## src/tds_pkg.sv

```systemverilog
// Purpose: shared constants of the target detection and status register bank
// Assumes: register indices are word indices, byte address is four times the index
// Notes:   bits marked not used read as zero
package tds_pkg;

  // register indices
  localparam logic [5:0] IDX_LOW_FIELD  = 6'h16;
  localparam logic [5:0] IDX_ID_BYTES   = 6'h17;
  localparam logic [5:0] IDX_DETECT     = 6'h18;
  localparam logic [5:0] IDX_PROTOCOL   = 6'h19;
  localparam logic [5:0] IDX_IRQ_STATUS = 6'h20;
  localparam logic [5:0] IDX_IRQ_MASK   = 6'h21;

  // reset values
  localparam logic [7:0] LOW_FIELD_RST  = 8'h00;
  localparam logic [7:0] DETECT_RST     = 8'h00;
  localparam logic [7:0] PROTOCOL_RST   = 8'h00;
  localparam logic [7:0] IRQ_RST        = 8'h00;

  // writable bits
  localparam logic [7:0] LOW_FIELD_WMASK = 8'h87;
  localparam logic [7:0] DETECT_WMASK    = 8'hEF;
  localparam logic [7:0] IRQ_BITS        = 8'h4C;

  // low field level fields
  localparam int LF_CLKX_DIS_BIT = 7;
  localparam int LF_COLL_LSB     = 0;
  localparam int LF_COLL_MSB     = 2;

  // detection level fields
  localparam int DL_SIZE_MSB  = 7;
  localparam int DL_SIZE_LSB  = 6;
  localparam int DL_AUTO_BIT  = 5;
  localparam int DL_EXT_BIT   = 3;
  localparam int DL_WAKE_MSB  = 2;
  localparam int DL_WAKE_LSB  = 0;

  // protocol status fields
  localparam int PS_WAKE_BIT  = 7;
  localparam int PS_COLL_BIT  = 6;
  localparam int PS_ALT_BIT   = 4;
  localparam int PS_SENS_BIT  = 3;
  localparam int PS_TYPEB_BIT = 2;
  localparam int PS_RATE_MSB  = 1;
  localparam int PS_CLR_MSB   = 4;

  // interrupt status bits
  localparam int IRQ_FIELD_BIT = 2;
  localparam int IRQ_ACOLL_BIT = 3;
  localparam int IRQ_RX_BIT    = 6;

  // identifier size codes and lengths
  localparam logic [1:0] SIZE_4      = 2'h0;
  localparam logic [1:0] SIZE_7      = 2'h1;
  localparam logic [1:0] SIZE_10     = 2'h2;
  localparam logic [1:0] SIZE_BAD    = 2'h3;
  localparam logic [3:0] LEN_4       = 4'h4;
  localparam logic [3:0] LEN_7       = 4'h7;
  localparam logic [3:0] LEN_10      = 4'hA;
  localparam int         ID_MAX      = 10;

  // bit rate codes
  localparam logic [1:0] RATE_RSVD = 2'h0;
  localparam logic [1:0] RATE_106  = 2'h1;
  localparam logic [1:0] RATE_212  = 2'h2;
  localparam logic [1:0] RATE_424  = 2'h3;

endpackage

```

## src/tds_anticoll.sv

```systemverilog
// Purpose: identifier store and automatic anticollision answer engine
// Assumes: identifier bytes arrive one per write, in order
// Notes:   a forbidden size code never starts the engine
`timescale 1ns/1ps
module tds_anticoll
(
  // clock and reset
  input  wire logic       clk,
  input  wire logic       rst_n,
  // identifier load
  input  wire logic       id_wr,
  input  wire logic [7:0] id_wdata,
  input  wire logic       id_restart,
  // configuration
  input  wire logic [1:0] size_code,
  input  wire logic       auto_en,
  // request and answer
  input  wire logic       start_req,
  input  wire logic       tx_ready,
  output logic            tx_valid,
  output logic [7:0]      tx_data,
  output logic            busy,
  output logic            done
);

  typedef enum logic [1:0] {
    TDS_IDLE   = 2'b00,
    TDS_SEND   = 2'b01,
    TDS_FINISH = 2'b10
  } tds_state_t;

  tds_state_t state_reg;
  logic [7:0] id_mem [tds_pkg::ID_MAX];
  logic [3:0] wr_ptr_reg;
  logic [3:0] rd_ptr_reg;
  logic [3:0] id_len;
  logic       advance;
  logic       last_byte;

  // selected identifier length
  always_comb
  begin
    case (size_code)
      tds_pkg::SIZE_4:  id_len = tds_pkg::LEN_4;
      tds_pkg::SIZE_7:  id_len = tds_pkg::LEN_7;
      tds_pkg::SIZE_10: id_len = tds_pkg::LEN_10;
      default:          id_len = 4'h0;
    endcase
  end

  assign advance   = (state_reg == TDS_SEND) && tx_ready;
  assign last_byte = (rd_ptr_reg == id_len - 4'h1);
  assign tx_valid  = (state_reg == TDS_SEND);
  assign busy      = (state_reg != TDS_IDLE);
  assign done      = (state_reg == TDS_FINISH);

  // extra bytes beyond the selected length are dropped so the store stays intact
  always_ff @(posedge clk or negedge rst_n)
  begin
    if (!rst_n)
      wr_ptr_reg <= 4'h0;
    else if (id_restart)
      wr_ptr_reg <= 4'h0;
    else if (id_wr && (wr_ptr_reg < id_len))
      wr_ptr_reg <= wr_ptr_reg + 4'h1;
  end

  always_ff @(posedge clk)
  begin
    if (id_wr && (wr_ptr_reg < id_len))
      id_mem[wr_ptr_reg] <= id_wdata;
  end

  always_ff @(posedge clk or negedge rst_n)
  begin
    if (!rst_n)
    begin
      state_reg  <= TDS_IDLE;
      rd_ptr_reg <= 4'h0;
      tx_data    <= 8'h00;
    end
    else
    begin
      case (state_reg)
        TDS_IDLE:
        begin
          if (start_req && auto_en && (size_code != tds_pkg::SIZE_BAD))
          begin
            state_reg  <= TDS_SEND;
            rd_ptr_reg <= 4'h0;
            tx_data    <= id_mem[0];
          end
        end
        TDS_SEND:
        begin
          if (advance && last_byte)
            state_reg <= TDS_FINISH;
          else if (advance)
          begin
            rd_ptr_reg <= rd_ptr_reg + 4'h1;
            tx_data    <= id_mem[rd_ptr_reg + 4'h1];
          end
        end
        TDS_FINISH:
          state_reg <= TDS_IDLE;
        default:
          state_reg <= TDS_IDLE;
      endcase
    end
  end

  // helper count of bytes sent in one answer
  logic [3:0] sent_cnt;
  always_ff @(posedge clk or negedge rst_n)
  begin
    if (!rst_n)
      sent_cnt <= 4'h0;
    else if (state_reg == TDS_IDLE)
      sent_cnt <= 4'h0;
    else if (advance)
      sent_cnt <= sent_cnt + 4'h1;
  end

  id_length_a: assert property (@(posedge clk) disable iff (!rst_n)
    done |-> (sent_cnt == id_len))
    else $error("anticollision answer length differs from size code");

  auto_start_a: assert property (@(posedge clk) disable iff (!rst_n)
    $rose(busy) |-> $past(auto_en) && $past(start_req))
    else $error("anticollision started without enable and request");

endmodule

```

## src/tds_target_detect.sv

```systemverilog
// Purpose: target detection levels, identifier load and first command status over APB
// Assumes: comparator pins are asynchronous; decoder strobes are on pclk
// Notes:   pready is always high, so every access ends in its first access cycle
`timescale 1ns/1ps
// How it works
// - top bit of low field register switches the carrier clock extractor off.
// - low field level bits set collision threshold; comparator shows on status bit 6.
// - size code selects 4, 7 or 10 identifier bytes; code 11 is forbidden.
// - auto enable bit lets the internal engine answer anticollision with stored identifier.
// - wake-up level bits set wake threshold; all zero turns wake detection off.
// - detection bit 3 selects the extended RF measurement range.
// - detection level register survives full power-down on the always-on supply.
// - status bit 6 follows the collision comparator live, bit 7 the wake comparator only while wake detection is on; never latched.
// - status bits 4 to 0 clear after the host reads the register.
// - status bits 1:0 give first command bit rate: 01, 10, 11.
// - status bit 4 set for the alternative coding, clear for Type A.
// - status bit 3 set when the first command was a sense or all request.
// - status bit 2 set when the first reader command was Type B.
// - field detection raises the interrupt with status value 04.
// - finished automatic anticollision raises the interrupt with status value 08.
// - received frame raises status 40; protocol reads C9 or C5 then.
// - Type B request without auto anticollision stays for the host to answer.
module tds_target_detect
#(
  parameter int ADDR_W = 8
)
(
  // apb slave
  input  wire logic              pclk,
  input  wire logic              presetn,
  input  wire logic              psel,
  input  wire logic              penable,
  input  wire logic              pwrite,
  input  wire logic [ADDR_W-1:0] paddr,
  input  wire logic [31:0]       pwdata,
  output logic      [31:0]       prdata,
  output logic                   pready,
  output logic                   pslverr,
  // always-on supply reset
  input  wire logic              vin_rst_n,
  // comparator pins
  input  wire logic              above_wakeup_level_pin,
  input  wire logic              above_collision_level_pin,
  // analog front end controls
  output logic                   clock_extractor_off,
  output logic      [2:0]        collision_level_sel,
  output logic      [2:0]        wakeup_level_sel,
  output logic                   wakeup_detect_on,
  output logic                   extended_rf_range,
  // first command decoder
  input  wire logic              first_cmd_valid,
  input  wire logic [1:0]        first_cmd_rate,
  input  wire logic              alt_coding_flag,
  input  wire logic              sens_req_seen,
  input  wire logic              type_b_detected,
  input  wire logic              field_detect,
  input  wire logic              frame_done,
  // anticollision answer
  output logic                   acoll_tx_valid,
  output logic      [7:0]        acoll_tx_data,
  input  wire logic              acoll_tx_ready,
  output logic                   acoll_busy,
  // interrupt
  output logic                   irq
);

  if (ADDR_W < 8)
  begin : g_addr_check
    $error("ADDR_W must be at least 8");
  end

  function automatic logic hits(input logic [ADDR_W-1:0] addr, input logic [5:0] idx);
    hits = (addr == ADDR_W'({idx, 2'b00}));
  endfunction

  logic [7:0] low_field_reg;
  logic [7:0] detect_reg;
  logic [4:0] proto_lo_reg;
  logic       cmd_new_reg;
  logic [7:0] irq_status_reg;
  logic [7:0] irq_mask_reg;
  logic [7:0] rd_byte;
  logic [31:0] prdata_reg;
  logic        pslverr_reg;
  logic        mapped;
  logic        setup;
  logic        access;
  logic        wr_en;
  logic        rd_en;
  logic        capture;
  logic        proto_rd_clr;
  logic        acoll_done;
  logic [2:0]  wake_sync;
  logic [2:0]  coll_sync;
  logic        wake_filt_reg;
  logic        coll_filt_reg;
  logic        wake_bit;
  logic [7:0]  proto_byte;
  logic        cap_late_reg;

  // bus phases
  assign setup  = psel && !penable;
  assign access = psel && penable;
  assign wr_en  = access && pwrite;
  assign rd_en  = access && !pwrite;
  assign pready = 1'b1;
  assign prdata = prdata_reg;
  assign pslverr = pslverr_reg && access;

  assign mapped = hits(paddr, tds_pkg::IDX_LOW_FIELD) || hits(paddr, tds_pkg::IDX_ID_BYTES) ||
                  hits(paddr, tds_pkg::IDX_DETECT) || hits(paddr, tds_pkg::IDX_PROTOCOL) ||
                  hits(paddr, tds_pkg::IDX_IRQ_STATUS) || hits(paddr, tds_pkg::IDX_IRQ_MASK);

  // comparator pins: three stages, a change counts when the last two agree
  always_ff @(posedge pclk or negedge presetn)
  begin
    if (!presetn)
    begin
      wake_sync     <= 3'h0;
      coll_sync     <= 3'h0;
      wake_filt_reg <= 1'b0;
      coll_filt_reg <= 1'b0;
    end
    else
    begin
      wake_sync <= {wake_sync[1:0], above_wakeup_level_pin};
      coll_sync <= {coll_sync[1:0], above_collision_level_pin};
      if (wake_sync[1] == wake_sync[2])
        wake_filt_reg <= wake_sync[2];
      if (coll_sync[1] == coll_sync[2])
        coll_filt_reg <= coll_sync[2];
    end
  end

  // wake comparator is ignored while its level is zero, since detection is off then
  assign wake_bit   = wake_filt_reg && wakeup_detect_on;
  assign proto_byte = {wake_bit, coll_filt_reg, 1'b0, proto_lo_reg};

  // low field level register
  always_ff @(posedge pclk or negedge presetn)
  begin
    if (!presetn)
      low_field_reg <= tds_pkg::LOW_FIELD_RST;
    else if (wr_en && hits(paddr, tds_pkg::IDX_LOW_FIELD))
      low_field_reg <= pwdata[7:0] & tds_pkg::LOW_FIELD_WMASK;
  end

  assign clock_extractor_off = low_field_reg[tds_pkg::LF_CLKX_DIS_BIT];
  assign collision_level_sel = low_field_reg[tds_pkg::LF_COLL_MSB:tds_pkg::LF_COLL_LSB];

  // detection level register lives on the always-on reset, apart from presetn
  always_ff @(posedge pclk or negedge vin_rst_n)
  begin
    if (!vin_rst_n)
      detect_reg <= tds_pkg::DETECT_RST;
    else if (wr_en && hits(paddr, tds_pkg::IDX_DETECT))
      detect_reg <= pwdata[7:0] & tds_pkg::DETECT_WMASK;
  end

  assign wakeup_level_sel  = detect_reg[tds_pkg::DL_WAKE_MSB:tds_pkg::DL_WAKE_LSB];
  assign wakeup_detect_on  = (wakeup_level_sel != 3'h0);
  assign extended_rf_range = detect_reg[tds_pkg::DL_EXT_BIT];

  // first command status: only the first command after a read is kept
  assign capture      = first_cmd_valid && !cmd_new_reg;
  assign proto_rd_clr = rd_en && hits(paddr, tds_pkg::IDX_PROTOCOL);

  always_ff @(posedge pclk or negedge presetn)
  begin
    if (!presetn)
    begin
      proto_lo_reg <= tds_pkg::PROTOCOL_RST[tds_pkg::PS_CLR_MSB:0];
      cmd_new_reg  <= 1'b0;
    end
    else if (capture)
    begin
      // a capture in the read cycle wins over the clear
      proto_lo_reg <= {alt_coding_flag, sens_req_seen,
                       type_b_detected, first_cmd_rate};
      cmd_new_reg  <= 1'b1;
    end
    else if (proto_rd_clr && !cap_late_reg)
    begin
      proto_lo_reg <= 5'h00;
      cmd_new_reg  <= 1'b0;
    end
  end

  // zero wait states: a capture at the setup edge missed the returned byte, so keep it
  always_ff @(posedge pclk or negedge presetn)
  begin
    if (!presetn)
      cap_late_reg <= 1'b0;
    else
      cap_late_reg <= capture;
  end

  // identifier load and anticollision engine
  tds_anticoll u_anticoll
  (
    .clk        (pclk),
    .rst_n      (presetn),
    .id_wr      (wr_en && hits(paddr, tds_pkg::IDX_ID_BYTES)),
    .id_wdata   (pwdata[7:0]),
    .id_restart (wr_en && hits(paddr, tds_pkg::IDX_DETECT)),
    .size_code  (detect_reg[tds_pkg::DL_SIZE_MSB:tds_pkg::DL_SIZE_LSB]),
    .auto_en    (detect_reg[tds_pkg::DL_AUTO_BIT]),
    .start_req  (first_cmd_valid && sens_req_seen),
    .tx_ready   (acoll_tx_ready),
    .tx_valid   (acoll_tx_valid),
    .tx_data    (acoll_tx_data),
    .busy       (acoll_busy),
    .done       (acoll_done)
  );

  // interrupt status: sticky, cleared by a read of the bits that read returned
  always_ff @(posedge pclk or negedge presetn)
  begin
    if (!presetn)
      irq_status_reg <= tds_pkg::IRQ_RST;
    else
    begin
      for (int i = 0; i < 8; i++)
      begin
        if ((i == tds_pkg::IRQ_FIELD_BIT && field_detect) ||
            (i == tds_pkg::IRQ_ACOLL_BIT && acoll_done) ||
            (i == tds_pkg::IRQ_RX_BIT && frame_done))
          irq_status_reg[i] <= 1'b1;
        else if (rd_en && hits(paddr, tds_pkg::IDX_IRQ_STATUS) && prdata_reg[i])
          irq_status_reg[i] <= 1'b0;
      end
    end
  end

  always_ff @(posedge pclk or negedge presetn)
  begin
    if (!presetn)
      irq_mask_reg <= tds_pkg::IRQ_RST;
    else if (wr_en && hits(paddr, tds_pkg::IDX_IRQ_MASK))
      irq_mask_reg <= pwdata[7:0] & tds_pkg::IRQ_BITS;
  end

  assign irq = |(irq_status_reg & irq_mask_reg);

  // read data is sampled in the setup cycle so prdata comes from a flip-flop
  always_comb
  begin
    rd_byte = 8'h00;
    if (hits(paddr, tds_pkg::IDX_LOW_FIELD))
      rd_byte = low_field_reg;
    else if (hits(paddr, tds_pkg::IDX_DETECT))
      rd_byte = detect_reg;
    else if (hits(paddr, tds_pkg::IDX_PROTOCOL))
      rd_byte = proto_byte;
    else if (hits(paddr, tds_pkg::IDX_IRQ_STATUS))
      rd_byte = irq_status_reg;
    else if (hits(paddr, tds_pkg::IDX_IRQ_MASK))
      rd_byte = irq_mask_reg;
  end

  always_ff @(posedge pclk or negedge presetn)
  begin
    if (!presetn)
    begin
      prdata_reg  <= 32'h0000_0000;
      pslverr_reg <= 1'b0;
    end
    else if (setup)
    begin
      prdata_reg  <= pwrite ? 32'h0000_0000 : {24'h00_0000, rd_byte};
      pslverr_reg <= !mapped;
    end
  end

  // checks
  clkx_write_a: assert property (@(posedge pclk) disable iff (!presetn)
    wr_en && hits(paddr, tds_pkg::IDX_LOW_FIELD) |=> clock_extractor_off == $past(pwdata[7]))
    else $error("clock extractor control did not follow the write");

  coll_read_a: assert property (@(posedge pclk) disable iff (!presetn)
    setup && !pwrite && hits(paddr, tds_pkg::IDX_PROTOCOL) |=> prdata[6] == $past(coll_filt_reg))
    else $error("collision comparator not shown on status bit 6");

  wake_off_a: assert property (@(posedge pclk) disable iff (!presetn)
    (wakeup_level_sel == 3'h0) |-> !proto_byte[tds_pkg::PS_WAKE_BIT])
    else $error("wake comparator shown while detection is off");

  ext_range_a: assert property (@(posedge pclk) disable iff (!presetn)
    wr_en && hits(paddr, tds_pkg::IDX_DETECT) |=> extended_rf_range == $past(pwdata[3]))
    else $error("extended range did not follow the write");

  detect_keep_a: assert property (@(posedge pclk) disable iff (!vin_rst_n)
    !presetn |=> $stable(detect_reg))
    else $error("detection level changed during main reset");

  pin_follow_a: assert property (@(posedge pclk) disable iff (!presetn)
    $rose(coll_sync[2]) && coll_sync[1] |=> coll_filt_reg)
    else $error("collision comparator not followed");

  read_clear_a: assert property (@(posedge pclk) disable iff (!presetn)
    proto_rd_clr && !capture && !cap_late_reg |=> proto_lo_reg == 5'h00)
    else $error("status low bits not cleared by read");

  rate_keep_a: assert property (@(posedge pclk) disable iff (!presetn)
    capture |=> proto_lo_reg[tds_pkg::PS_RATE_MSB:0] == $past(first_cmd_rate))
    else $error("first command rate not captured");

  type_b_a: assert property (@(posedge pclk) disable iff (!presetn)
    capture |=> proto_lo_reg[tds_pkg::PS_TYPEB_BIT] == $past(type_b_detected)
                && proto_lo_reg[tds_pkg::PS_ALT_BIT] == $past(alt_coding_flag))
    else $error("coding or type flags not captured");

  sens_cap_a: assert property (@(posedge pclk) disable iff (!presetn)
    capture |=> proto_lo_reg[tds_pkg::PS_SENS_BIT] == $past(sens_req_seen))
    else $error("sense request flag not captured");

  field_irq_a: assert property (@(posedge pclk) disable iff (!presetn)
    field_detect |=> irq_status_reg[tds_pkg::IRQ_FIELD_BIT])
    else $error("field detect did not set its status bit");

  status_clear_a: assert property (@(posedge pclk) disable iff (!presetn)
    rd_en && hits(paddr, tds_pkg::IDX_IRQ_STATUS) && !field_detect
    && prdata_reg[tds_pkg::IRQ_FIELD_BIT] |=> !irq_status_reg[tds_pkg::IRQ_FIELD_BIT])
    else $error("status read left the field bit set");

  acoll_irq_a: assert property (@(posedge pclk) disable iff (!presetn)
    acoll_done |=> irq_status_reg[tds_pkg::IRQ_ACOLL_BIT])
    else $error("anticollision done did not set its status bit");

  rx_irq_a: assert property (@(posedge pclk) disable iff (!presetn)
    frame_done && irq_mask_reg[tds_pkg::IRQ_RX_BIT] |=> irq)
    else $error("frame done did not raise the interrupt");

  bad_size_a: assert property (@(posedge pclk) disable iff (!presetn)
    !acoll_busy && first_cmd_valid && sens_req_seen
    && detect_reg[tds_pkg::DL_SIZE_MSB:tds_pkg::DL_SIZE_LSB] == tds_pkg::SIZE_BAD |=> !acoll_busy)
    else $error("anticollision started with a forbidden size");

  map_err_a: assert property (@(posedge pclk) disable iff (!presetn)
    setup && !mapped |=> pslverr)
    else $error("unmapped access gave no error response");

endmodule

```

## config.mk

```make
export PLATFORM = sky130hd
export DESIGN_NAME = tds_target_detect
export DESIGN_NICKNAME = d
export VERILOG_FILES = /design/src/tds_pkg.sv /design/src/tds_anticoll.sv /design/src/tds_target_detect.sv
export SDC_FILE = /design/constraint.sdc
export NUM_CORES = 1
export LEC_CHECK = 0
export BUFFER_PORTS_ARGS = -buffer_cell sky130_fd_sc_hd__buf_2
export CAP_MARGIN = 20
export CORE_AREA = 5 5 114 116
export CTS_CLUSTER_DIAMETER = 80
export DETAILED_ROUTE_END_ITERATION = 10
export DIE_AREA = 0 0 119 121
export GPL_ROUTABILITY_DRIVEN = 0
export PLACE_DENSITY = 0.88
export REMOVE_ABC_BUFFERS = 1
export SLEW_MARGIN = 30
export SYNTH_ARGS = -nofsm -noshare
export SYNTH_HDL_FRONTEND = slang
export SYNTH_SLANG_ARGS = --single-unit
```

## constraint.sdc

```tcl
create_clock -name pclk -period 2.8 [get_ports pclk]
set_input_delay 0.14 -clock pclk [delete_from_list [all_inputs] [get_ports pclk]]
set_output_delay 0.14 -clock pclk [all_outputs]
set_load 0.01 [all_outputs]
```

# After elaboration in Yosys (flattened, before gate mapping)
# Memory sizes are Yosys's and may differ from the RTL's.
# Cells that the tools add are included.
# totals
register_bits	83
mem_bits_rw	80
in_bits	57
output_inout_bits	54
word_cells	121
memories	1
# memory_table
name	words	word_bits	read_ports	rd_ports_with_merged_regs	wr	line	rtl
u_anticoll.id_mem	10	8	2	0	1	tds_anticoll.sv:33	logic [7:0] id_mem [tds_pkg::ID_MAX];
# classes
add_sub_neg	3
order_cmp	1
n_eq_ne	18
muxes	32
n_bitwise	1
reduce_logical	46
# ops
operator	count
$mux W8	7
$eq A8 B7 Y1 const B	4
$logic_and A1 B1 Y1	23
$mux W4	5
$eq A8 B8 Y1 const B	2
$pmux W8 S2	1
$mux W7	2
$reduce_bool A2 Y1	7
$pmux W4 S3	1
$mux W1	10
$mux W5	2
$add A4 B1 Y4 const B	2
$pmux W4 S2	1
$reduce_or A8 Y1	1
$and A7 B7 Y7	1
$ne A2 B1 Y1 const B	3
$logic_not A1 Y1	5
$logic_or A1 B1 Y1	5
$eq A2 B1 Y1 const B	2
$eq A2 B2 Y1 const B	2
$eq A4 B4 Y1	1
$logic_not A2 Y1	2
$lt A4 B4 Y1	1
$mux W2	2
7 further kinds	9

# Logic depth before layout (Yosys ltp)
# Gate-level depths: netlist of run 1.
# depth
word_depth	7
ltp_mapped	8
mapped_depth_nobuf	8

# Hierarchy
# A second synthesis of run 1 with hierarchy kept.
# hier_totals
cells_unflattened	444
area_unflattened_um2	6342.3
# by_module_without_submodules
module	instances	cells_per_inst	area_each_um2	seq_area_each_um2
tds_anticoll	1	267	4320.4	2852.7
tds_target_detect	1	177	2021.9	1026.0

# Worst setup path after synthesis of run 1
# No wires, ideal clock.
# synth_path
path_kind	flip-flop to flip-flop
from	register detect_reg[6]
to	memory u_anticoll.id_mem[8][0] (enable)
setup_time_ps	332
arrival_time_ps	2122
t_required_ps	2468
path_slack_ps	346
path_stages_with_launch	9
n_path_buf	0
synth_period_minus_slack_ps	2454
cell_sequence	dfrtp_1 > inv_1 > ha_1 > inv_1 > ha_1 > a211oi_1 > o21ai_2 > nor3b_1 > and2_1
# synth_via
elab_chain_len	6
elab_cells_between_ends	8
cone_classes	order compare: 1; eq/ne: 2; mux: 3; reduce/logical: 2
# synth_lines
item	line	rtl
from (decl)	tds_target_detect.sv:77	logic [7:0] detect_reg;
from (signal assigned)	tds_target_detect.sv:155	detect_reg <= tds_pkg::DETECT_RST;
from (signal assigned)	tds_target_detect.sv:157	detect_reg <= pwdata[7:0] & tds_pkg::DETECT_WMASK;
$eq A2 B2 Y1, or another cell as far along	tds_anticoll.sv:43	case (size_code)
$pmux W4 S3 (*)	tds_anticoll.sv:43	
$lt A4 B4 Y1 (*)	tds_anticoll.sv:70	if (id_wr && (wr_ptr_reg < id_len))
$logic_and A1 B1 Y1 (*)	tds_anticoll.sv:70	
$mux W1 (*)	tds_anticoll.sv:70	
$mux W1 (implied by the code) (*)	tds_anticoll.sv:71	id_mem[wr_ptr_reg] <= id_wdata;
to (decl)	tds_anticoll.sv:33	
# Every way passes the cells marked *; elsewhere a longest branch is shown, timed or not.

# Final worst setup path of run 1
# layout_path
from	register detect_reg[7]
to	memory u_anticoll.id_mem[8][0] (enable)
# Same word-level chain as after synthesis.

==> results of run 1 <==
report_power, final:
part | switching (W) | internal [W] | total, W
clock | 0.000842 | 0.00131 | 0.00215
combinational | 0.000153 | 0.000102 | 0.000256
sequential | 0.0000297 | 0.00221 | 0.00224
logic make-up after synthesis:
group	after synthesis	synth area share (%)
AO/OA/AOI/OAI	68	8.165
XOR/XNOR	8	1.449
adder cells (fa/ha/maj)	17	3.250
buffers and inverters	54	5.110
flip-flops	139	60.70
multiplexers	47	10.89
other	2	0.1175
AND/OR/NAND/NOR	117	10.32
final timing paths:
check	end	cells after the start	slack [ps]	from
setup / recovery	u_anticoll.id_mem[8][0]$_DFFE_PP_	8	130	detect_reg[7]$_DFFE_PN0P_
hold / removal	u_anticoll.id_mem[8][4]$_DFFE_PP_	1	50	pwdata[4]
setup reg to reg	u_anticoll.id_mem[8][0]$_DFFE_PP_	8	130	detect_reg[7]$_DFFE_PN0P_
hold reg to reg	coll_sync[1]$_DFF_PN0_	0	350	coll_sync[0]$_DFF_PN0_
max in group asynchronous	u_anticoll.rd_ptr_reg[3]$_DFFE_PN0P_	3	1730	presetn
min in group asynchronous	detect_reg[5]$_DFFE_PN0P_	2	170	vin_rst_n
critical path: cells and delay by family, from the launching register on:
kind | cells | cell delay [ps]
and+or+nand+nor | 2 | 650
DFF | 1 | 410
adders and majority gates | 2 | 600
AOI/OAI and AO/OA | 2 | 530
buffers and inverters | 2 | 170
per-stage QoR:
step	util, %	setup slack, ps	power [W]	hold WS (ps)
after floorplan	-	-382.5	0.002397	-155.6
after global placement	57.00	161.2	0.002500	-17.07
after detailed placement	57.00	14.42	0.002514	-15.87
after CTS	62.93	7.931	0.004664	32.71
after global routing	62.98	-2.256	0.004794	48.05
final	62.98	127.7	0.004651	46.00
synthesized netlist by cell type (3+ instances only):
| master | count | area [µm²] |
|---|---|---|
| sky130_fd_sc_hd__buf_2 | 5 | 25.02 |
| sky130_fd_sc_hd__mux4_1 | 3 | 78.83 |
| sky130_fd_sc_hd__mux2i_1 | 20 | 200.2 |
| sky130_fd_sc_hd__mux2_2 | 11 | 123.9 |
| sky130_fd_sc_hd__dfrtp_1 | 59 | 1476 |
| sky130_fd_sc_hd__a22o_1 | 6 | 52.55 |
| sky130_fd_sc_hd__xnor2_1 | 4 | 35.03 |
| sky130_fd_sc_hd__buf_4 | 31 | 232.7 |
| sky130_fd_sc_hd__nor2_1 | 9 | 33.78 |
| sky130_fd_sc_hd__a21o_1 | 4 | 30.03 |
| sky130_fd_sc_hd__clkbuf_1 | 6 | 22.52 |
| sky130_fd_sc_hd__a21oi_1 | 5 | 25.02 |
| sky130_fd_sc_hd__ha_1 | 15 | 187.7 |
| sky130_fd_sc_hd__nand2b_1 | 5 | 31.28 |
| sky130_fd_sc_hd__nand4_1 | 3 | 18.77 |
| sky130_fd_sc_hd__mux4_2 | 13 | 292.8 |
| sky130_fd_sc_hd__nand3_1 | 7 | 35.03 |
| sky130_fd_sc_hd__o21a_1 | 5 | 37.54 |
| sky130_fd_sc_hd__or3_1 | 3 | 18.77 |
| sky130_fd_sc_hd__o22a_1 | 8 | 70.07 |
| sky130_fd_sc_hd__nor3_1 | 16 | 80.08 |
| sky130_fd_sc_hd__o221ai_1 | 3 | 26.28 |
| sky130_fd_sc_hd__o211ai_1 | 12 | 90.09 |
| sky130_fd_sc_hd__and2_1 | 13 | 81.33 |
| sky130_fd_sc_hd__nand2_1 | 40 | 150.1 |
| sky130_fd_sc_hd__edfxtp_1 | 80 | 2402 |
| sky130_fd_sc_hd__o21ai_0 | 9 | 45.04 |
| sky130_fd_sc_hd__a22oi_1 | 3 | 22.52 |
| sky130_fd_sc_hd__inv_1 | 10 | 37.54 |
area by class of cell:
type                            instances  area [µm²]  area share [%]
Clock buffer                           25       526.8           7.082
Multi-Input combinational cell        282        2288           30.77
Inverter                               11       41.29          0.5551
Sequential cell                       139        3879           52.14
Tap cell                              147       183.9           2.473
Clock inverter                          7       51.30          0.6897
Timing Repair Buffer                   79       467.9           6.291
per-layer routing:
metal | part of all wire (%) | global-route usage [%] | up-vias
met3 | 7.6 | 5.594 | 30
met4 | 2.0 | 7.531 | 0
li1 | - | - | 1816
met5 | 0 | 0 | -
met2 | 51 | 34.40 | 220
met1 | 39 | 26.37 | 2044
repair_timing:
item                       4_1_cts  5_1_grt
resized for setup               10        2
hold buffers                    11        0
hold endpoints to repair        50        0
setup endpoints to repair       80       80
==> run summary, run 1 <==
===============================================================================================
Result of the run ................................................................ finished, final reports clean
Detail Route Antenna Nets ........................................................            0
Number of flip-flops under the largest register name .............................           80
Cell count after synthesis .......................................................          452
Post-synthesis cell area .........................................................     6390 µm²
Count of state elements after synthesis ..........................................          139
Clk sinks ........................................................................          139
Leading cell type in the layout, fill and taps excluded .......................... sky130_fd_sc_hd__edfxtp_1
Asr flop ratio synth .............................................................       42.45%
CTS Root Buffer Type ............................................................. sky130_fd_sc_hd__clkbuf_16
Number of port buffers ...........................................................           61
Count of unique library cells instantiated by Yosys ..............................           63
Setup TNS Final ..................................................................         0 ps
Maximum clock path buffer count ..................................................            2
Path type of the worst setup path ................................................ flop to flop
Post-DR wirelength/cell ..........................................................     20.98 µm
Cells after DPL ..................................................................          647
Arrival time worst endpoint ......................................................      2780 ps
Non-Filler Instances .............................................................          690
Max capacitance violation total ..................................................            0
Top fanout value on the critical path ............................................            8
Drt initial violations ...........................................................          472
Via count of the first global-routing pass .......................................         4117
Count of yosys warnings during synthesis .........................................            0
Worst-skew pair later-pin latency ................................................       420 ps
Peak ir drop on the vdd network ..................................................     393.9 µV
Number of H-tree branching levels ................................................            4
Fin crit period ..................................................................      2672 ps
Worst Max-Slew Pin Slew ..........................................................     791.5 ps
Final critical-path share of the clock period ....................................       95.44%
Initial Utilization ..............................................................       54.10%
Leak pwr .........................................................................     3.007 nW
Die extent in y ..................................................................       121 µm
Top Ports ........................................................................          111
Critical path endpoint category ..................................................         flop
Total inserted antenna cells .....................................................            0
Type of element launching the critical path ......................................         flop
Max_slew headroom ................................................................       47.23%
Sum of net half-perimeters after detailed placement ..............................     9.398 mm
Clock input transition at the sequential cells of the worst setup and hold paths .        60 ps
Top FF cell, synth ............................................................... sky130_fd_sc_hd__edfxtp_1
CTS tree .........................................................................          yes
Number of hold violations in the final report ....................................            0
Post-Route WL ....................................................................     14.48 mm
Row Count ........................................................................           40
Pins over their slew limit .......................................................            0
Count of flip-flops with a built-in enable after synthesis .......................           80
Ordered list of cells on the worst path .......................................... inv_1, ha_1, inv_1, ha_1, a211oi_2, o21ai_2, nor3b_1, and2_2
Total routing resource utilization after global routing ..........................       20.76%
Routed vias ......................................................................         4110
Avg Cell Area, Syn ...............................................................    14.14 µm²
Total iterations of the first detailed-routing run ...............................            8
Post-layout net count ............................................................          602
Worst-path cell with the longest stage delay ..................................... sky130_fd_sc_hd__dfrtp_1
Initial antenna violation count ..................................................            0
Seq/Total Area, Yosys ............................................................       60.70%
Die Area .........................................................................    14400 µm²
Share of layout cells above drive strength 1 .....................................       27.07%
Critical path data required time .................................................      2910 ps
First-pass GRT wire length .......................................................     22.83 mm
Filler Cells Inserted ............................................................          757
Total setup violations reported at the end of the flow ...........................            0
Via-per-instance ratio ...........................................................        5.957
Maximum single-stage delay on the critical path ..................................       410 ps
Number of DRC violations after detailed routing ..................................            0
Hold Crit Class .................................................................. input pin to flop
Chip width .......................................................................       119 µm
Summed area of non-filler cells in the final layout ..............................     7438 µm²
Clock skew after layout ..........................................................     9.557 ps
Area growth, synth to finish .....................................................       16.41%
Max Clock Freq ...................................................................    374.2 MHz
PwrDens .......................................................................... 625.3 nW/µm²
Post-placement cell area .........................................................     6733 µm²
Buffers inserted during post-CTS setup optimization ..............................            0
Total global routing overflow ....................................................            0
Std-Cell Core Area ...............................................................    11810 µm²
Number of buffers created by CTS .................................................           17
Most frequent cells in the layout ................................................ 80 x sky130_fd_sc_hd__edfxtp_1, 61 x sky130_fd_sc_hd__buf_2, 59 x sky130_fd_sc_hd__dfrtp_1, 40 x sky130_fd_sc_hd__nand2_1, 25 x sky130_fd_sc_hd__conb_1
Maximum number of pins on one net before global-route repair .....................           36
===============================================================================================
(Power assumes the default switching activity.)
==> run 2: changes to the inputs <==
- REMOVE_ABC_BUFFERS: 1 -> unset
==> run 2 against run 1 <==
Effect of this change:
- core utilization up 0.79 points
- flip-flop and latch count unchanged
- non-clock buffer count up 1
- final area up 1.3%
- highest routed layer unchanged
- critical endpoint is now u_anticoll.id_mem[8][6]$_DFFE_PP_
- clock power up 10%
- die area unchanged
- via count up 2.8%
- largest cell class unchanged
- global-route usage up 0.53 points
- clock-buffer cell count down 8
- power up 4.8%
- worst setup slack worse by 40 ps
==> run summary, run 2 (synthesized netlist as in run 1, its figures left out) <==
===============================================================================================
Clk sinks ........................................................................          139
Critical path endpoint category ..................................................         flop
Fin crit period ..................................................................      2713 ps
Worst Hold Margin ................................................................     54.41 ps
Drt initial violations ...........................................................          488
Source of the worst register-to-register timing path ............................. detect_reg[7]$_DFFE_PN0P_
Total routing resource utilization after global routing ..........................       21.28%
Routed vias ......................................................................         4224
Total global routing overflow ....................................................            0
Net load switching power .........................................................   0.001066 W
Buffers inserted during post-CTS setup optimization ..............................            0
Std-Cell Core Area ...............................................................    11810 µm²
Number of cells on the worst hold path ...........................................            3
Total inserted antenna cells .....................................................            0
Pins over their slew limit .......................................................            0
Via-per-instance ratio ...........................................................        6.113
Worst Max-Slew Pin Slew ..........................................................     748.5 ps
Top fanout value on the critical path ............................................            8
Number of DRC violations after detailed routing ..................................            0
CTS Root Buffer Type ............................................................. sky130_fd_sc_hd__clkbuf_16
Initial Utilization ..............................................................       54.10%
RSZ-0062 raised after global routing .............................................        false
Non-Filler Instances .............................................................          691
Hold Crit Class .................................................................. input pin to flop
Total setup violations reported at the end of the flow ...........................            0
Max_slew headroom ................................................................       49.64%
First-pass GRT wire length .......................................................     23.46 mm
Number of port buffers ...........................................................           61
Number of H-tree branching levels ................................................            4
Switching power share of the total ...............................................       21.88%
Chip width .......................................................................       119 µm
M1 wire length ...................................................................     5.987 mm
Cell internal power dissipation ..................................................   0.003807 W
Path type of the worst setup path ................................................ flop to flop
Reg2Reg Capture Point ............................................................ u_anticoll.id_mem[8][6]$_DFFE_PP_
Maximum single-stage delay on the critical path ..................................       430 ps
Critical Path Start .............................................................. detect_reg[7]$_DFFE_PN0P_
Summed area of non-filler cells in the final layout ..............................     7532 µm²
Number of hold violations in the final report ....................................            0
PwrDens .......................................................................... 647.0 nW/µm²
Ordered list of cells on the worst path .......................................... inv_1, ha_1, inv_1, ha_1, a211oi_4, o21ai_4, nor3b_2, and2_1, buf_12
Clock skew after layout ..........................................................     8.065 ps
Proportion of power drawn by combinational gates .................................         5.3%
Die Area .........................................................................    14400 µm²
Max capacitance violation total ..................................................            0
Post-DR wirelength/cell ..........................................................     21.84 µm
Destination of the worst hold path ............................................... pslverr_reg$_DFFE_PN0P_
Top Layer Used ...................................................................         met4
Cells after DPL ..................................................................          648
Share of layout cells above drive strength 1 .....................................       27.21%
Row Count ........................................................................           40
Critical hold path startpoint ....................................................     paddr[0]
Maximum clock path buffer count ..................................................            2
Utilization after layout .........................................................       63.77%
Final critical-path share of the clock period ....................................       96.88%
Worst-path cell with the longest stage delay ..................................... sky130_fd_sc_hd__dfrtp_1
Leak pwr .........................................................................     3.032 nW
Leading cell type in the layout, fill and taps excluded .......................... sky130_fd_sc_hd__edfxtp_1
Number of flip-flops under the largest register name .............................           80
Area growth, synth to finish .....................................................       17.88%
Arrival time worst endpoint ......................................................      2840 ps
Met2 wire len ....................................................................     7.603 mm
Total iterations of the first detailed-routing run ...............................            8
Part of the power in registers ...................................................        46.1%
Clock input transition at the sequential cells of the worst setup and hold paths .        60 ps
Total met3 wirelength after detailed routing .....................................     1.174 mm
Cell count of the worst reg-to-reg path ..........................................            9
Maximum number of pins on one net before global-route repair .....................           53
Most frequent cells in the layout ................................................ 80 x sky130_fd_sc_hd__edfxtp_1, 60 x sky130_fd_sc_hd__buf_2, 59 x sky130_fd_sc_hd__dfrtp_1, 40 x sky130_fd_sc_hd__nand2_1, 25 x sky130_fd_sc_hd__conb_1
CTS tree .........................................................................          yes
Type of element launching the critical path ......................................         flop
Critical path data required time .................................................      2930 ps
Worst-skew pair later-pin latency ................................................       410 ps
Post-placement cell area .........................................................     6768 µm²
Power, Total .....................................................................   0.004873 W
Initial antenna violation count ..................................................            1
R2r setup slk ....................................................................        90 ps
Via count of the first global-routing pass .......................................         4209
Die extent in y ..................................................................       121 µm
Clock Power Share ................................................................        48.6%
Post-Route WL ....................................................................     15.09 mm
Detail Route Antenna Nets ........................................................            0
Post-layout net count ............................................................          603
Result of the run ................................................................ finished, final reports clean
Number of buffers created by CTS .................................................           17
Max Clock Freq ...................................................................    368.7 MHz
Top Ports ........................................................................          111
Peak ir drop on the vdd network ..................................................     360.4 µV
Sum of net half-perimeters after detailed placement ..............................     9.637 mm
===============================================================================================
-- run 2: repair_timing --
item                                    CTS  global route
hold buffers                             11             0
endpoints found under the setup margin   80            80
endpoints found under the hold margin    68             0
resized for setup                         9             4
-- run 2: per-layer routing --
layer | global-route usage, % | up-vias
met1 | 27.07 | 2107
met5 | 0 | -
li1 | - | 1820
met3 | 5.128 | 36
met4 | 8.038 | 0
met2 | 35.54 | 261
-- run 2: area by class of cell --
type,count,area (µm²)
Tap cell,147,183.9
Clock buffer,17,425.4
Timing Repair Buffer,80,503.0
Fill cell,757,4279
Clock inverter,15,193.9
Inverter,11,41.29
Sequential cell,139,3879
Multi-Input combinational cell,282,2306
-- run 2: worst max path at each step --
stage / endpoint / slack, ps / cells after the start
final: u_anticoll.id_mem[8][6]$_DFFE_PP_ / 90 / 9
after global placement: u_anticoll.id_mem[7][6]$_DFFE_PP_ / 190 / 8
after floorplan: u_anticoll.id_mem[8][0]$_DFFE_PP_ / 350 / 8
after CTS: u_anticoll.id_mem[8][6]$_DFFE_PP_ / 30 / 9
after global routing: u_anticoll.id_mem[8][5]$_DFFE_PP_ / 9 / 9
after detailed placement: u_anticoll.id_mem[7][4]$_DFFE_PP_ / -9 / 8
-- run 2: critical path, delay by kind of cell, from the launching register on --
family / cells / cell delay (ps)
and+or+nand+nor: 2 / 510
buffers and inverters: 3 / 340
DFF: 1 / 430
adders and majority gates: 2 / 650
AOI/OAI and AO/OA: 2 / 490
-- run 2: per-stage QoR --
step | setup WS, ps | setup TNS [ps]
2_1_floorplan | 346.1 | 0
3_3_place_gp | 192.6 | 0
3_5_place_dp | -9.470 | -71.55
6_report | 87.47 | 0
4_1_cts | 33.45 | 0
5_1_grt | 8.837 | 0
-- run 2: power by group through the flow --
stage	clock network, W	registers (W)	logic, W
4_1_cts	0.00237	0.00224	0.000255
6_report	0.00237	0.00225	0.000260
3_3_place_gp	0	0.00228	0.000224
2_1_floorplan	0	0.00228	0.000157
3_5_place_dp	0	0.00228	0.000236
5_1_grt	0.00247	0.00225	0.000280
==> run 3: changes to the inputs <==
- CORE_AREA: 5 5 114 116 -> 5 5 152 154
- DIE_AREA: 0 0 119 121 -> 0 0 157 159
- PLACE_DENSITY: 0.88 -> 0.58
==> run 3 against run 2 <==
Effect of this change:
- clock skew grew 3.3 ps
- worst setup slack better by 150 ps
- fmax increased by 5.9%
- sequential share of layout area decreased by 1.8 points
- die area rose by 73%
- via count decreased by 7.3%
- critical path depth stayed put
- power shrank 1.5%
- wire length decreased by 7.6%
- worst hold slack lost 24 ps
- global-route usage is 9.8 points lower
- critical path type unchanged
- largest power group unchanged
- highest routed layer unchanged
==> run summary, run 3 (synthesized netlist as in run 1, its figures left out) <==
===============================================================================================
Share of layout cells above drive strength 1 .....................................       26.86%
Critical hold path startpoint .................................................... sens_req_seen
Leading cell type in the layout, fill and taps excluded .......................... sky130_fd_sc_hd__edfxtp_1
First-pass GRT wire length .......................................................     22.65 mm
Number of H-tree branching levels ................................................            4
Source of the worst register-to-register timing path ............................. detect_reg[6]$_DFFE_PN0P_
Row Count ........................................................................           54
Worst Max-Slew Pin Slew ..........................................................     681.7 ps
Via count of the first global-routing pass .......................................         4099
Maximum single-stage delay on the critical path ..................................       420 ps
Most frequent cells in the layout ................................................ 80 x sky130_fd_sc_hd__edfxtp_1, 60 x sky130_fd_sc_hd__buf_2, 59 x sky130_fd_sc_hd__dfrtp_1, 40 x sky130_fd_sc_hd__nand2_1, 25 x sky130_fd_sc_hd__conb_1
Total routing resource utilization after global routing ..........................       11.53%
Leak pwr .........................................................................     3.082 nW
Number of cells on the worst hold path ...........................................            2
Worst-skew pair later-pin latency ................................................       410 ps
Peak ir drop on the vdd network ..................................................     396.7 µV
Type of element launching the critical path ......................................         flop
Result of the run ................................................................ finished, final reports clean
Non-Filler Instances .............................................................          831
Final critical-path share of the clock period ....................................       91.50%
Destination of the worst hold path ............................................... proto_lo_reg[3]$_DFFE_PN0P_
Std-Cell Core Area ...............................................................    21550 µm²
Pins over their slew limit .......................................................            0
Total iterations of the first detailed-routing run ...............................            4
Die Area .........................................................................    24960 µm²
Top fanout value on the critical path ............................................            8
Max capacitance violation total ..................................................            0
Initial Utilization ..............................................................       29.65%
RSZ-0062 raised after global routing .............................................        false
Clock input transition at the sequential cells of the worst setup and hold paths .        70 ps
Critical path endpoint category ..................................................         flop
R2r setup slk ....................................................................       240 ps
Number of hold violations in the final report ....................................            0
Top Ports ........................................................................          111
Fin crit period ..................................................................      2562 ps
Total inserted antenna cells .....................................................            0
Sequential standard cell area ....................................................     3879 µm²
Initial antenna violation count ..................................................            0
Setup TNS Final ..................................................................         0 ps
Reg2Reg Capture Point ............................................................ u_anticoll.id_mem[7][0]$_DFFE_PP_
Post-Route WL ....................................................................     13.95 mm
Total setup violations reported at the end of the flow ...........................            0
Sum of net half-perimeters after detailed placement ..............................     10.05 mm
Die extent in y ..................................................................       159 µm
Arrival time worst endpoint ......................................................      2690 ps
Buffers inserted during post-CTS setup optimization ..............................            0
Filler Cells Inserted ............................................................         2051
Path type of the worst setup path ................................................ flop to flop
Number of port buffers ...........................................................           61
Number of buffers created by CTS .................................................           17
CTS tree .........................................................................          yes
Maximum number of pins on one net before global-route repair .....................           38
Number of DRC violations after detailed routing ..................................            0
Ordered list of cells on the worst path .......................................... inv_1, ha_1, inv_1, ha_1, a211oi_1, o21ai_2, nor3b_2, and2_1, buf_12
Buffers and inverters on the worst path ..........................................            3
Cell count of the worst reg-to-reg path ..........................................            9
PwrDens .......................................................................... 614.9 nW/µm²
Chip width .......................................................................       157 µm
Via-per-instance ratio ...........................................................        4.712
Number of flip-flops under the largest register name .............................           80
Drt initial violations ...........................................................          419
Max_slew headroom ................................................................       54.13%
Critical path's top delay family .................................................  adder cells
Post-layout net count ............................................................          610
Routed vias ......................................................................         3916
Total global routing overflow ....................................................            0
Clk sinks ........................................................................          139
CTS Root Buffer Type ............................................................. sky130_fd_sc_hd__clkbuf_16
Cells after DPL ..................................................................          789
Clock skew after layout ..........................................................     11.40 ps
Utilization after layout .........................................................       36.24%
Max Clock Freq ...................................................................    390.3 MHz
Maximum clock path buffer count ..................................................            2
Multi-input gate area in the final layout ........................................     2272 µm²
Critical path data required time .................................................      2930 ps
Area growth, synth to finish .....................................................       22.22%
Post-DR wirelength/cell ..........................................................     16.78 µm
Worst-path cell with the longest stage delay ..................................... sky130_fd_sc_hd__dfrtp_1
Detail Route Antenna Nets ........................................................            0
Hold Crit Class .................................................................. input pin to flop
===============================================================================================
[run 3: power by group]
part	total, W	internal [W]	switching (W)
sequential	0.00224	0.00221	0.0000273
clock	0.00231	0.00130	0.00102
combinational	0.000249	0.000101	0.000148
[run 3: worst max path at each step]
stage | startpoint | endpoint | slack, ps | cells after the start
after floorplan | detect_reg[6]$_DFFE_PN0P_ | u_anticoll.id_mem[8][0]$_DFFE_PP_ | 350 | 8
after global placement | detect_reg[7]$_DFFE_PN0P_ | u_anticoll.id_mem[5][6]$_DFFE_PP_ | 170 | 8
after detailed placement | detect_reg[7]$_DFFE_PN0P_ | u_anticoll.id_mem[5][1]$_DFFE_PP_ | 110 | 8
after CTS | detect_reg[7]$_DFFE_PN0P_ | u_anticoll.id_mem[5][0]$_DFFE_PP_ | 90 | 8
after global routing | detect_reg[6]$_DFFE_PN0P_ | u_anticoll.id_mem[7][0]$_DFFE_PP_ | 7 | 9
final | detect_reg[6]$_DFFE_PN0P_ | u_anticoll.id_mem[7][0]$_DFFE_PP_ | 240 | 9
[run 3: per-layer routing]
layer,up-vias,wire [µm],global-route usage [%]
met3,20,623,2.202
met2,110,6867,18.29
met4,0,248,4.615
met5,-,0,0
li1,1827,-,-
met1,1959,6207,15.55
[run 3: worst reg2reg max path, cell delays in order, from the launching register on]
cell and delay [ps]:
sky130_fd_sc_hd__dfrtp_1 420, sky130_fd_sc_hd__inv_1 120, sky130_fd_sc_hd__ha_1 290, sky130_fd_sc_hd__inv_1 40
sky130_fd_sc_hd__ha_1 280, sky130_fd_sc_hd__a211oi_1 330, sky130_fd_sc_hd__o21ai_2 210, sky130_fd_sc_hd__nor3b_2 250
sky130_fd_sc_hd__and2_1 210, sky130_fd_sc_hd__buf_12 140
[run 3: timing repair]
action / 4_1_cts / 5_1_grt
setup endpoints to repair: 0 / 8
gates resized for setup: 0 / 1
hold buffers: 10 / 0
endpoints found under the hold margin: 51 / 0
[run 3: final cells by class]
| class | instances | area share [%] |
|---|---|---|
| clock inverter | 15 | 2.579 |
| sequential | 139 | 49.66 |
| multi-input combinational | 282 | 29.09 |
| clock buffer | 17 | 5.447 |
| tap | 280 | 4.486 |
| inverter | 11 | 0.5287 |
| timing repair buffer | 87 | 8.202 |
[run 3: per-stage QoR]
step,worst slack [ps],instance area [µm²],power (W),hold WS [ps]
2_1_floorplan,346.1,6476,0.002433,-155.6
5_1_grt,6.933,7810,0.004962,21.46
3_5_place_dp,106.6,7079,0.002520,-13.98
4_1_cts,89.28,7806,0.004841,11.52
3_3_place_gp,167.9,7079,0.002511,-17.84
6_report,238.0,7810,0.004803,30.75
